`config.mk`:
```
export PLATFORM = sky130hd
export DESIGN_NAME = dsc_data_steer
export DESIGN_NICKNAME = d
export VERILOG_FILES = /design/src/include/dsc_pkg.sv /design/src/design/dsc_data_steer.sv
export VERILOG_INCLUDE_DIRS = /design/src /design/src/include
export SDC_FILE = /design/constraint.sdc
export NUM_CORES = 1
export LEC_CHECK = 0
export ABC_AREA = 1
export BUFFER_PORTS_ARGS = -buffer_cell sky130_fd_sc_hd__buf_2
export CORE_MARGIN = 2
export CORE_UTILIZATION = 41
export CTS_CLUSTER_SIZE = 28
export DETAILED_ROUTE_END_ITERATION = 8
export HOLD_SLACK_MARGIN = 0.08
export PLACE_DENSITY = 0.78
export SKIP_CTS_REPAIR_TIMING = 1
export SYNTH_ARGS = -nofsm -noshare
export SYNTH_HDL_FRONTEND = slang
export SYNTH_SLANG_ARGS = --single-unit
```
`constraint.sdc`:
```
create_clock -name clk -period 1.3 [get_ports clk]
set_input_delay 0.13 -clock clk [delete_from_list [all_inputs] [get_ports clk]]
set_output_delay 0.13 -clock clk [all_outputs]
set_load 0.1 [all_outputs]
```
`src/include/dsc_regs.svh`:
```
// Constants for the data steering and byte conversion block
//
// Behaviour
// - ROM output enable low at reset selects 8-bit ROM with conversion cycles.
// - Word read of 8-bit ROM: low byte at SA0=0 latched, then SA0=1 high byte.
// - Each ROM byte access waits the programmed wait states; ready after second.
// - Memory writes generate parity for low byte and high byte separately.
// - Read parity error raises NMI only with port and chipset parity enables set.
// - External data-controller mode bit selects buffer controls suited to it.
// - Separate active-low enables for low, high and swap buffers.
// - Processor read direction low passes system bus to processor bus.
// - Swap direction low moves bits 0-7 to 8-15, high the reverse.
// - Peripheral buffer read low passes peripheral bus onto system bus.
// - Memory direction low passes memory data to processor, high the reverse.
// - Word read of 8-bit ROM pulses latch clock, then asserts latched select.
// - Byte high enable is input in master mode, driven otherwise.
// - Processor mode asserts byte high enable when high byte is accessed.
// - 8-bit DMA drives byte high enable as inverse SA0; 16-bit DMA low.
// - ROM output enable asserted low for any selected ROM range access.
`ifndef DSC_REGS_SVH
`define DSC_REGS_SVH
`define DSC_WAIT_W 4
`define DSC_RST_ROM8 1'b0
`endif

```
`src/include/dsc_pkg.sv`:
```
// Types for the data steering and byte conversion block
package dsc_pkg;
  typedef enum logic [1:0] {DSC_MODE_CPU, DSC_MODE_DMA8, DSC_MODE_DMA16,
    DSC_MODE_MASTER} dsc_mode_t;
  typedef enum logic [2:0] {DSC_IDLE, DSC_LO_WAIT, DSC_LO_LATCH, DSC_HI_WAIT,
    DSC_DONE} dsc_state_t;
endpackage

```
`src/design/dsc_data_steer.sv`:
```
// Data steering, byte conversion, byte high enable and parity logic
`timescale 1ns/100ps
`include "dsc_regs.svh"
module dsc_data_steer #(
  parameter int WAIT_W = `DSC_WAIT_W
) (
  input wire logic clk,
  input wire logic reset,
  input wire dsc_pkg::dsc_mode_t mode,
  input wire logic cycle_active,
  input wire logic cycle_start,
  input wire logic cycle_read,
  input wire logic cycle_mem,
  input wire logic cycle_local_mem,
  input wire logic cycle_peripheral,
  input wire logic cycle_byte_port,
  input wire logic rom_hit,
  input wire logic cpu_ble_n,
  input wire logic cpu_bhe_n,
  input wire logic sa0_in,
  input wire logic [WAIT_W-1:0] rom_wait_states,
  input wire logic ext_data_controller,
  input wire logic system_port_parity_check_enable,
  input wire logic chipset_parity_enable,
  input wire logic [15:0] mem_data_in,
  input wire logic [1:0] mem_parity_in,
  input wire logic rom_output_enable_n_pin,
  input wire logic byte_high_enable_n_in,
  output logic rom_output_enable_n,
  output logic rom8_mode,
  output logic sa0_out,
  output logic rom_ready,
  output logic low_byte_parity,
  output logic high_byte_parity,
  output logic parity_nmi,
  output logic low_byte_buffer_enable_n,
  output logic high_byte_buffer_enable_n,
  output logic swap_buffer_enable_n,
  output logic processor_read_direction_n,
  output logic swap_direction,
  output logic peripheral_buffer_read_n,
  output logic memory_data_direction_n,
  output logic low_byte_latch_clock,
  output logic latched_byte_select,
  output logic byte_high_enable_n_out,
  output logic byte_high_enable_n_oe
);
  // ==========================================================
  // Reset strap of the ROM width
  // The strap pin passes three flops; sampled while reset holds.
  logic rom_s1_r, rom_s2_r, rom_s3_r, rom8_r;
  always_ff @(posedge clk)
  begin
    rom_s1_r <= rom_output_enable_n_pin;
    rom_s2_r <= rom_s1_r;
    rom_s3_r <= rom_s2_r;
  end
  always_ff @(posedge clk)
  begin
    if (reset && (rom_s2_r == rom_s3_r))
      rom8_r <= ~rom_s3_r;
  end
  assign rom8_mode = rom8_r;

  // ==========================================================
  // ROM conversion sequencer
  // One wait count serves both bytes; there is no separate setting per byte.
  dsc_pkg::dsc_state_t st_r, st_nxt;
  logic [WAIT_W-1:0] wcnt_r, wcnt_nxt;
  logic sa0_r, sa0_nxt, rdy_r, rdy_nxt;
  wire conv_go = cycle_start && rom_hit && cycle_read && rom8_r && (mode == dsc_pkg::DSC_MODE_CPU)
                 && !cpu_ble_n && !cpu_bhe_n;
  wire wait_done = (wcnt_r == '0);
  always_comb
  begin
    st_nxt = st_r;
    wcnt_nxt = wcnt_r;
    sa0_nxt = sa0_r;
    rdy_nxt = 1'b0;
    case (st_r)
      dsc_pkg::DSC_IDLE:
        if (conv_go)
        begin
          st_nxt = dsc_pkg::DSC_LO_WAIT;
          wcnt_nxt = rom_wait_states;
          sa0_nxt = 1'b0;
        end
      dsc_pkg::DSC_LO_WAIT:
        if (wait_done)
          st_nxt = dsc_pkg::DSC_LO_LATCH;
        else
          wcnt_nxt = wcnt_r - 1'b1;
      dsc_pkg::DSC_LO_LATCH:
      begin
        st_nxt = dsc_pkg::DSC_HI_WAIT;
        wcnt_nxt = rom_wait_states;
        sa0_nxt = 1'b1;
      end
      dsc_pkg::DSC_HI_WAIT:
        if (wait_done)
        begin
          st_nxt = dsc_pkg::DSC_DONE;
          rdy_nxt = 1'b1;
        end
        else
          wcnt_nxt = wcnt_r - 1'b1;
      default:
      begin
        st_nxt = dsc_pkg::DSC_IDLE;
        sa0_nxt = 1'b0;
      end
    endcase
    if (!cycle_active && st_r != dsc_pkg::DSC_IDLE && st_r != dsc_pkg::DSC_DONE)
    begin
      // A dropped cycle must not leave a stale ready or SA0 behind
      st_nxt = dsc_pkg::DSC_IDLE;
      sa0_nxt = 1'b0;
      rdy_nxt = 1'b0;
    end
  end
  always_ff @(posedge clk)
  begin
    if (reset)
    begin
      st_r <= dsc_pkg::DSC_IDLE;
      wcnt_r <= '0;
      sa0_r <= 1'b0;
      rdy_r <= 1'b0;
    end
    else
    begin
      st_r <= st_nxt;
      wcnt_r <= wcnt_nxt;
      sa0_r <= sa0_nxt;
      rdy_r <= rdy_nxt;
    end
  end
  wire conv_busy = (st_r != dsc_pkg::DSC_IDLE);
  assign sa0_out = conv_busy ? sa0_r : sa0_in;
  assign rom_ready = rdy_r;

  // ==========================================================
  // ROM conversion strobes; byte port reads only extend the select
  // Latch clock pulses at end of low byte, select holds for the high byte.
  logic lclk_r, lsel_r;
  wire port_conv = cycle_byte_port && !cpu_ble_n && !cpu_bhe_n && cycle_read;
  always_ff @(posedge clk)
  begin
    if (reset)
    begin
      lclk_r <= 1'b0;
      lsel_r <= 1'b0;
    end
    else
    begin
      lclk_r <= (st_nxt == dsc_pkg::DSC_LO_LATCH) && (st_r == dsc_pkg::DSC_LO_WAIT);
      lsel_r <= (st_nxt == dsc_pkg::DSC_HI_WAIT || st_nxt == dsc_pkg::DSC_DONE
                 || (lsel_r && port_conv)) && cycle_active;
    end
  end
  assign low_byte_latch_clock = lclk_r;
  assign latched_byte_select = lsel_r;

  // ==========================================================
  // ROM decode output
  assign rom_output_enable_n = ~(cycle_active && rom_hit && !reset);

  // ==========================================================
  // Buffer enables and directions
  // Enables off while idle so no two buffers fight on a bus.
  wire bus_ok = cycle_active && !reset;
  wire sys_cycle = bus_ok && !cycle_local_mem && !(rom_hit && ext_data_controller);
  wire swap_need = sys_cycle && conv_busy ? 1'b0 : (sys_cycle && cpu_ble_n && !cpu_bhe_n
                   && mode == dsc_pkg::DSC_MODE_CPU && cycle_byte_port);
  assign low_byte_buffer_enable_n = ~(sys_cycle && !cpu_ble_n);
  assign high_byte_buffer_enable_n = ~(sys_cycle && !cpu_bhe_n && !cycle_byte_port);
  assign swap_buffer_enable_n = ~swap_need;
  assign processor_read_direction_n = ~cycle_read;
  assign swap_direction = ~cycle_read;
  assign peripheral_buffer_read_n = ~(cycle_peripheral && cycle_read);
  assign memory_data_direction_n = ~(cycle_local_mem && cycle_read);

  // ==========================================================
  // Byte high enable
  // Master mode leaves the pin to the bus owner; the sense input is spare.
  logic bhe_nxt;
  always_comb
  begin
    case (mode)
      dsc_pkg::DSC_MODE_DMA8: bhe_nxt = sa0_in ? 1'b0 : 1'b1;
      dsc_pkg::DSC_MODE_DMA16: bhe_nxt = 1'b0;
      default: bhe_nxt = cpu_bhe_n;
    endcase
  end
  assign byte_high_enable_n_oe = (mode != dsc_pkg::DSC_MODE_MASTER);
  assign byte_high_enable_n_out = bhe_nxt;

  // ==========================================================
  // Parity
  // Even parity per byte; the write side uses the same xor tree as the check.
  logic perr_r;
  assign low_byte_parity = ^mem_data_in[7:0];
  assign high_byte_parity = ^mem_data_in[15:8];
  wire par_err = cycle_mem && cycle_read && cycle_active
                 && ((^mem_data_in[7:0] != mem_parity_in[0])
                  || (^mem_data_in[15:8] != mem_parity_in[1]));
  always_ff @(posedge clk)
  begin
    if (reset)
      perr_r <= 1'b0;
    else
      perr_r <= par_err && system_port_parity_check_enable && chipset_parity_enable;
  end
  assign parity_nmi = perr_r;

  // ==========================================================
  // Checks
  // Sequencer checks sleep in reset; buffer and pin checks hold through it
  property p_ready_after_hi;
    @(posedge clk) disable iff (reset)
      rom_ready |-> $past(sa0_r) && sa0_out;
  endproperty
  a_ready_after_hi: assert property (p_ready_after_hi)
    else $error("ready without high byte");
  // Ready is a single pulse so the processor never sees two ends of one cycle
  property p_ready_pulse;
    @(posedge clk) disable iff (reset)
      rom_ready |=> !rom_ready;
  endproperty
  a_ready_pulse: assert property (p_ready_pulse)
    else $error("ready longer than one cycle");
  property p_abort_quiet;
    @(posedge clk) disable iff (reset)
      (!cycle_active && conv_busy && st_r != dsc_pkg::DSC_DONE) |=> !rom_ready && !conv_busy;
  endproperty
  a_abort_quiet: assert property (p_abort_quiet)
    else $error("ready after dropped cycle");
  property p_first_low;
    @(posedge clk) disable iff (reset)
      (st_r == dsc_pkg::DSC_IDLE && conv_go) |=> !sa0_out;
  endproperty
  a_first_low: assert property (p_first_low)
    else $error("conversion not low first");
  property p_hi_second;
    @(posedge clk) disable iff (reset)
      low_byte_latch_clock && cycle_active |=> sa0_out;
  endproperty
  a_hi_second: assert property (p_hi_second)
    else $error("high byte not addressed after latch");
  property p_nmi_gate;
    @(posedge clk) disable iff (reset)
      parity_nmi |-> $past(system_port_parity_check_enable) && $past(chipset_parity_enable);
  endproperty
  a_nmi_gate: assert property (p_nmi_gate)
    else $error("nmi without enables");
  property p_par_err;
    @(posedge clk) disable iff (reset)
      cycle_mem && cycle_read && cycle_active && system_port_parity_check_enable
        && chipset_parity_enable && ({high_byte_parity, low_byte_parity} != mem_parity_in)
        |=> parity_nmi;
  endproperty
  a_par_err: assert property (p_par_err)
    else $error("parity error not reported");
  property p_idle_off;
    @(posedge clk) !cycle_active |-> low_byte_buffer_enable_n && high_byte_buffer_enable_n
      && swap_buffer_enable_n;
  endproperty
  a_idle_off: assert property (p_idle_off)
    else $error("buffer on while idle");
  property p_reset_off;
    @(posedge clk) reset |-> low_byte_buffer_enable_n && high_byte_buffer_enable_n
      && swap_buffer_enable_n;
  endproperty
  a_reset_off: assert property (p_reset_off)
    else $error("buffer on in reset");
  property p_dma16;
    @(posedge clk) mode == dsc_pkg::DSC_MODE_DMA16 |-> !byte_high_enable_n_out
      && byte_high_enable_n_oe;
  endproperty
  a_dma16: assert property (p_dma16)
    else $error("bhe not low in dma16");
  property p_dma8;
    @(posedge clk) mode == dsc_pkg::DSC_MODE_DMA8 |-> byte_high_enable_n_out == !sa0_in;
  endproperty
  a_dma8: assert property (p_dma8)
    else $error("bhe not inverse of sa0 in dma8");
  property p_cpu_bhe;
    @(posedge clk) mode == dsc_pkg::DSC_MODE_CPU |-> byte_high_enable_n_out == cpu_bhe_n
      && byte_high_enable_n_oe;
  endproperty
  a_cpu_bhe: assert property (p_cpu_bhe)
    else $error("bhe does not follow processor");
  property p_master;
    @(posedge clk) mode == dsc_pkg::DSC_MODE_MASTER |-> !byte_high_enable_n_oe;
  endproperty
  a_master: assert property (p_master)
    else $error("bhe driven in master");
  property p_latch_then_sel;
    @(posedge clk) disable iff (reset)
      low_byte_latch_clock && cycle_active |=> latched_byte_select;
  endproperty
  a_latch_then_sel: assert property (p_latch_then_sel)
    else $error("select missing");
endmodule

```
# After elaboration in Yosys (flattened, before gate mapping)
# Cells that the tools add are included.
[totals]
register_bits = 16
elab_cells = 110
output_inout_bits = 18
in_bits = 42
[op_classes]
n_eq_ne = 15
reduce_logical = 58
addsub = 1
bitwise_logic = 10
muxes = 15
[op_table]
columns = ["cell", "n"]
rows = [
  ["1-bit logical AND", 36],
  ["8-bit XOR reduction", 2],
  ["3-bit by 2-bit equality test with 1-bit output, second input constant", 4],
  ["3-bit two-way mux", 4],
  ["3-bit case mux with 4 select lines", 1],
  ["4-bit case mux with 3 select lines", 1],
  ["1-bit inverter", 10],
  ["4-bit two-way mux", 2],
  ["1-bit logical NOT", 7],
  ["2-bit inequality test, second input constant", 3],
  ["3-bit nonzero test", 2],
  ["1-bit two-way mux", 5],
  ["4-bit logical NOT", 1],
  ["2-bit OR reduction", 2],
  ["4-bit by 1-bit subtractor with 4-bit output, second input constant", 1],
  ["3-bit by 1-bit equality test with 1-bit output, second input constant", 1],
  ["3-bit equality test, second input constant", 1],
  ["3-bit logical NOT", 1],
  ["1-bit logical OR", 3],
  ["3-bit inequality test, second input constant", 1],
  ["1-bit case mux with 3 select lines", 1],
  ["3-bit AND reduction", 1],
  ["3-bit OR reduction", 1],
  ["2-bit by 1-bit equality test with 1-bit output, second input constant", 1],
  ["other kinds (6)", 7],
]

# Logic depth before layout (Yosys ltp)
[logic_depth]
depth_word = 13
ltp_mapped = 10
ltp_nobuf = 10

# Worst setup path after synthesis
# OpenSTA, ideal clock, no wires.
[synth_path]
path_type = "reg-to-output"
from = "reg st_r[0]"
to = "out sa0_out"
path_stages_with_launch = 6
slack_ns = -1.608
arrival_ns = 2.778
required_ns = 1.170
path_buffers = 0
path_cell_list = "dfxtp_1 -> nor2_2 -> inv_1 -> nor2_2 -> inv_1 -> o21ai_0"
[synth_via]
elab_chain_cells = 2
[synth_lines]
columns = ["item", "line", "text"]
rows = [
  ["start, declared", "dsc_data_steer.sv:68", "dsc_pkg::dsc_state_t st_r, st_nxt;"],
  ["start signal, assigned", "dsc_data_steer.sv:125", "st_r <= dsc_pkg::DSC_IDLE;"],
  ["start signal, assigned", "dsc_data_steer.sv:132", "st_r <= st_nxt;"],
  ["3-bit nonzero test", "dsc_data_steer.sv:138", "wire conv_busy = (st_r != dsc_pkg::DSC_IDLE);"],
  ["1-bit two-way mux", "dsc_data_steer.sv:139", "assign sa0_out = conv_busy ? sa0_r : sa0_in;"],
  ["end, declared", "dsc_data_steer.sv:31", "output logic sa0_out,"],
]
# Every way passes these cells.

# Worst setup path in the final report
[layout_path]
from = "reg st_r[1]"
to = "out swap_buffer_enable_n"
[layout_via]
elab_chain_cells = 4
[layout_lines]
columns = ["item", "line", "text"]
rows = [
  ["3-bit nonzero test", "dsc_data_steer.sv:138", ""],
  ["1-bit logical AND", "dsc_data_steer.sv:173", "wire swap_need = sys_cycle && conv_busy ? 1'b0 : (sys_cycle && cpu_ble_n && !cpu_bhe_n"],
  ["1-bit two-way mux", "dsc_data_steer.sv:173", ""],
  ["1-bit inverter", "dsc_data_steer.sv:177", "assign swap_buffer_enable_n = ~swap_need;"],
  ["end, declared", "dsc_data_steer.sv:38", "output logic swap_buffer_enable_n,"],
]
# Every way passes these cells.

==> summary.md <==
| Metric | Value |
|---|---|
| CTS clk-pin slew, worst paths | `approximately 100 ps` |
| Proportion of register bits with asynchronous set or reset after synthesis | `0%` |
| EDFF count, synth | `1` |
| Global-route congestion overflow total | `0` |
| Sum of negative setup slack | `-402 ps` |
| Period Utilization, post-route | `117%` |
| Cell area after technology mapping | `1240 um^2` |
| First-pass GRT wire length | `4.54 mm` |
| Endpoint required time on the critical path | `1170 ps` |
| Routability congestion estimate | `0.833` |
| Largest net degree at the start of global routing | `11` |
| Top-Level Pins | `60` |
| Seq. cell area | `between 300 and 400 um^2` |
| Violations in the final reports | `negative setup slack` |
| Core ar. | `2830 um^2` |
| Worst-Skew Late Latency | `a little under 300 ps` |
| Relative area change from synthesis to final layout | `51.9%` |
| Static leakage power | `1.10 nW` |
| Highest attainable clock frequency | `approximately 660 MHz` |
| Arr. time, crit path | `1390 ps` |
| Post-layout worst setup margin | `-223 ps` |
| Number of detailed-route iterations in the first pass | `4` |
| Critical Path Start Type | `register` |
| Syn Nets | `269` |
| Final Critical Period | `1520 ps` |
| #FFs+latches synth | `16` |
| Sinks on the clock net | `16` |
| Height of the die | `59.1 um` |
| Sequential fraction of the synthesis area | `26.5%` |
| Die outline width | `between 50 and 60 um` |
| Count of maximum capacitance violations | `0` |
| Outcome | `complete, but fails checks` |
| Distinct cell type count of the synthesized netlist | `24` |
| Overall global routing resource usage | `around 16%` |
| Worst hold path type | `in -> reg` |
| Cell types with the highest counts after synthesis | `sky130_fd_sc_hd__nand2_1, sky130_fd_sc_hd__inv_1, sky130_fd_sc_hd__nor2_1, sky130_fd_sc_hd__dfxtp_1, sky130_fd_sc_hd__nand3_1` |
| Initial core utilization | `~44%` |
| Critical Setup Path Class | `reg -> out` |
| Count of nets after finishing | `341` |
| First DRT Iteration DRCs | `49` |
| Max Root-Sink Buffers | `2` |
| Largest cells by area after synthesis | `sky130_fd_sc_hd__nand2_1, sky130_fd_sc_hd__dfxtp_1, sky130_fd_sc_hd__inv_1, sky130_fd_sc_hd__nor2_1, sky130_fd_sc_hd__nand3_1` |
| Part of the total power dissipated in sequential elements | `30.6%` |
| Combinational group share of total power | `51.7%` |
| Total number of vias | `~1500` |
| Syn Area/Cell | `5.58 um^2` |
| Final worst clock skew | `~4.5 ps` |
| Predominant post-synthesis flop cell | `sky130_fd_sc_hd__dfxtp_1` |
| Htree depth | `1` |
| Total clock buffers created by CTS | `3` |
| Post-detailed-route wirelength per cell | `9.45 um` |
| Root buf cell | `sky130_fd_sc_hd__clkbuf_4` |
| Detail-routed via count per cell | `about 4.7` |
| Net load switching power | `approximately 0.8 mW` |
| Power per unit of standard cell area | `980 nW/um^2` |
| Post-layout power | `1.85 mW` |
| Leading cell type by number of instances after synthesis | `sky130_fd_sc_hd__nand2_1` |
| Clock tree from TritonCTS | `yes` |
| Dominant cell type by area after synthesis | `sky130_fd_sc_hd__nand2_1` |
| Detailed-placement wirelength estimate | `2.37 mm` |
| Transition time at the pin with the least slew margin | `495 ps` |
| Total Routed Length | `around 3.1 mm` |
| Number of antenna violations at the first check in global routing | `0` |
| Remaining design rule violation count | `0` |
| Switching share of power | `42.5%` |
| Vias in the first global route | `roughly 1200` |
| Number of hold violations in the final report | `0` |
| Fraction of post-synthesis cell area in the top cell type by area | `roughly 29%` |
| Total Die Area | `3490 um^2` |
| Number of fill cells in the layout | `250` |
| Final setup viols | `2` |
| Setup crit end kind | `primary output` |
| Internal power of the cells | `1.07 mW` |
| RSZ-0062 raised after global routing | `true` |
| Port Buffer Count | `58` |
| Post-route antenna net violation count | `0` |
| Clk network pwr share | `about 18%` |
| Antenna cells | `0` |
| Maximum vdd drop | `slightly below 0.6 mV` |
| Rel. slew slack | `between 60% and 70%` |
| Area of the multi-input gates | `826 um^2` |
| Largest fanout of any net on the critical path | `3` |
| Share of layout cells above drive strength 1 | `about a third` |
| Warnings, synthesis | `0` |
| Slew Viols, Final | `0` |
| Number of placement rows | `19` |
| Number of instances in the synthesized netlist | `223` |
-- critical path, stage by stage, from the launching register on --
cell and delay, ps:
sky130_fd_sc_hd__dfxtp_2 350, sky130_fd_sc_hd__nor2_4 120, sky130_fd_sc_hd__inv_2 50, sky130_fd_sc_hd__nor2_4 120, sky130_fd_sc_hd__inv_2 70, sky130_fd_sc_hd__nor2_4 100, sky130_fd_sc_hd__nand3_2 100, sky130_fd_sc_hd__buf_12 190
-- area by class of cell --
type                            count  area share [%]
Timing Repair Buffer               69            25.9
Inverter                           43            8.67
Clock buffer                        4            1.92
Tap cell                           31            2.05
Multi-Input combinational cell    162            43.7
Sequential cell                    16            17.8
-- cells in the final DEF (no fill, tap or decap), drive strengths merged --
cell type / instances
nand2: 100
buf: 67
inv: 43
nor2: 19
dfxtp: 15
nand3: 11
a21oi: 8
o21ai: 7
nor3: 4
ha: 4
clkbuf: 4
xor2: 2
nor4: 2
dlygate4sd3: 2
a211oi: 2
nand3b: 1
nand4: 1
or2: 1
edfxtp: 1
-- power by group through the flow --
stage | clock network (mW) | logic [mW] | registers [mW]
after floorplan | 0 | 0.543 | 0.611
after global placement | 0 | 0.823 | 0.567
after detailed placement | 0 | 0.836 | 0.569
after CTS | 0.344 | 0.838 | 0.558
after global routing | 0.352 | 1.05 | 0.571
final | 0.328 | 0.958 | 0.567
-- flip-flops by register name, summed over array words and instances, names as in the netlist --
name / cells
rom8_mode: 1
rom_s1_r: 1
latched_byte_select: 1
parity_nmi: 1
rom_s2_r: 1
rom_s3_r: 1
rom_ready: 1
sa0_r: 1
wcnt_r: 4
st_r: 3
low_byte_latch_clock: 1
-- final timing paths --
kind | startpoint | end | slack (ps) | cells after the start
hold / removal | mem_parity_in[0] | parity_nmi | 120 | 4
hold reg to reg | rom_s1_r | rom_s2_r | 340 | 0
setup / recovery | st_r[1] | swap_buffer_enable_n | -220 | 7
setup reg to reg | wcnt_r[1] | wcnt_r[2] | 30 | 9
-- per-layer routing --
layer | vias up | global-route usage, % | part of all wire [%]
met5 | - | 0 | 0
met4 | 0 | 6.82 | 1.2
met3 | 4 | 1.53 | 5.4
met2 | 49 | 31.3 | 50
met1 | 644 | 18.2 | 44
li1 | 817 | - | -
-- cell families (layout without fill, tap and decap cells) --
kind of cell | after synthesis | count (layout) | synth area share, %
and+or+nand+nor | 139 | 139 | 46.4
buffers and inverters | 45 | 116 | 14.1
adders and majority gates | 4 | 4 | 4.02
AOI/OAI and AO/OA | 17 | 17 | 7.54
DFF | 16 | 16 | 26.5
xor gates and xnor gates | 2 | 2 | 1.41
-- metrics by stage --
| stage | worst slack, ps | instances | utilization (%) | hold slack [ps] | instance area, um^2 |
|---|---|---|---|---|---|
| 2_1_floorplan | -360 | 223 | - | 158 | 1270 |
| 3_3_place_gp | -9.30 | 315 | 60.5 | 235 | 1710 |
| 3_5_place_dp | -31.6 | 315 | 60.5 | 238 | 1710 |
| 4_1_cts | -302 | 319 | 61.7 | -70.7 | 1750 |
| 5_1_grt | -285 | 325 | 66.8 | 135 | 1890 |
| 6_report | -223 | 325 | 66.8 | 119 | 1890 |
(Power assumes the default switching activity.)
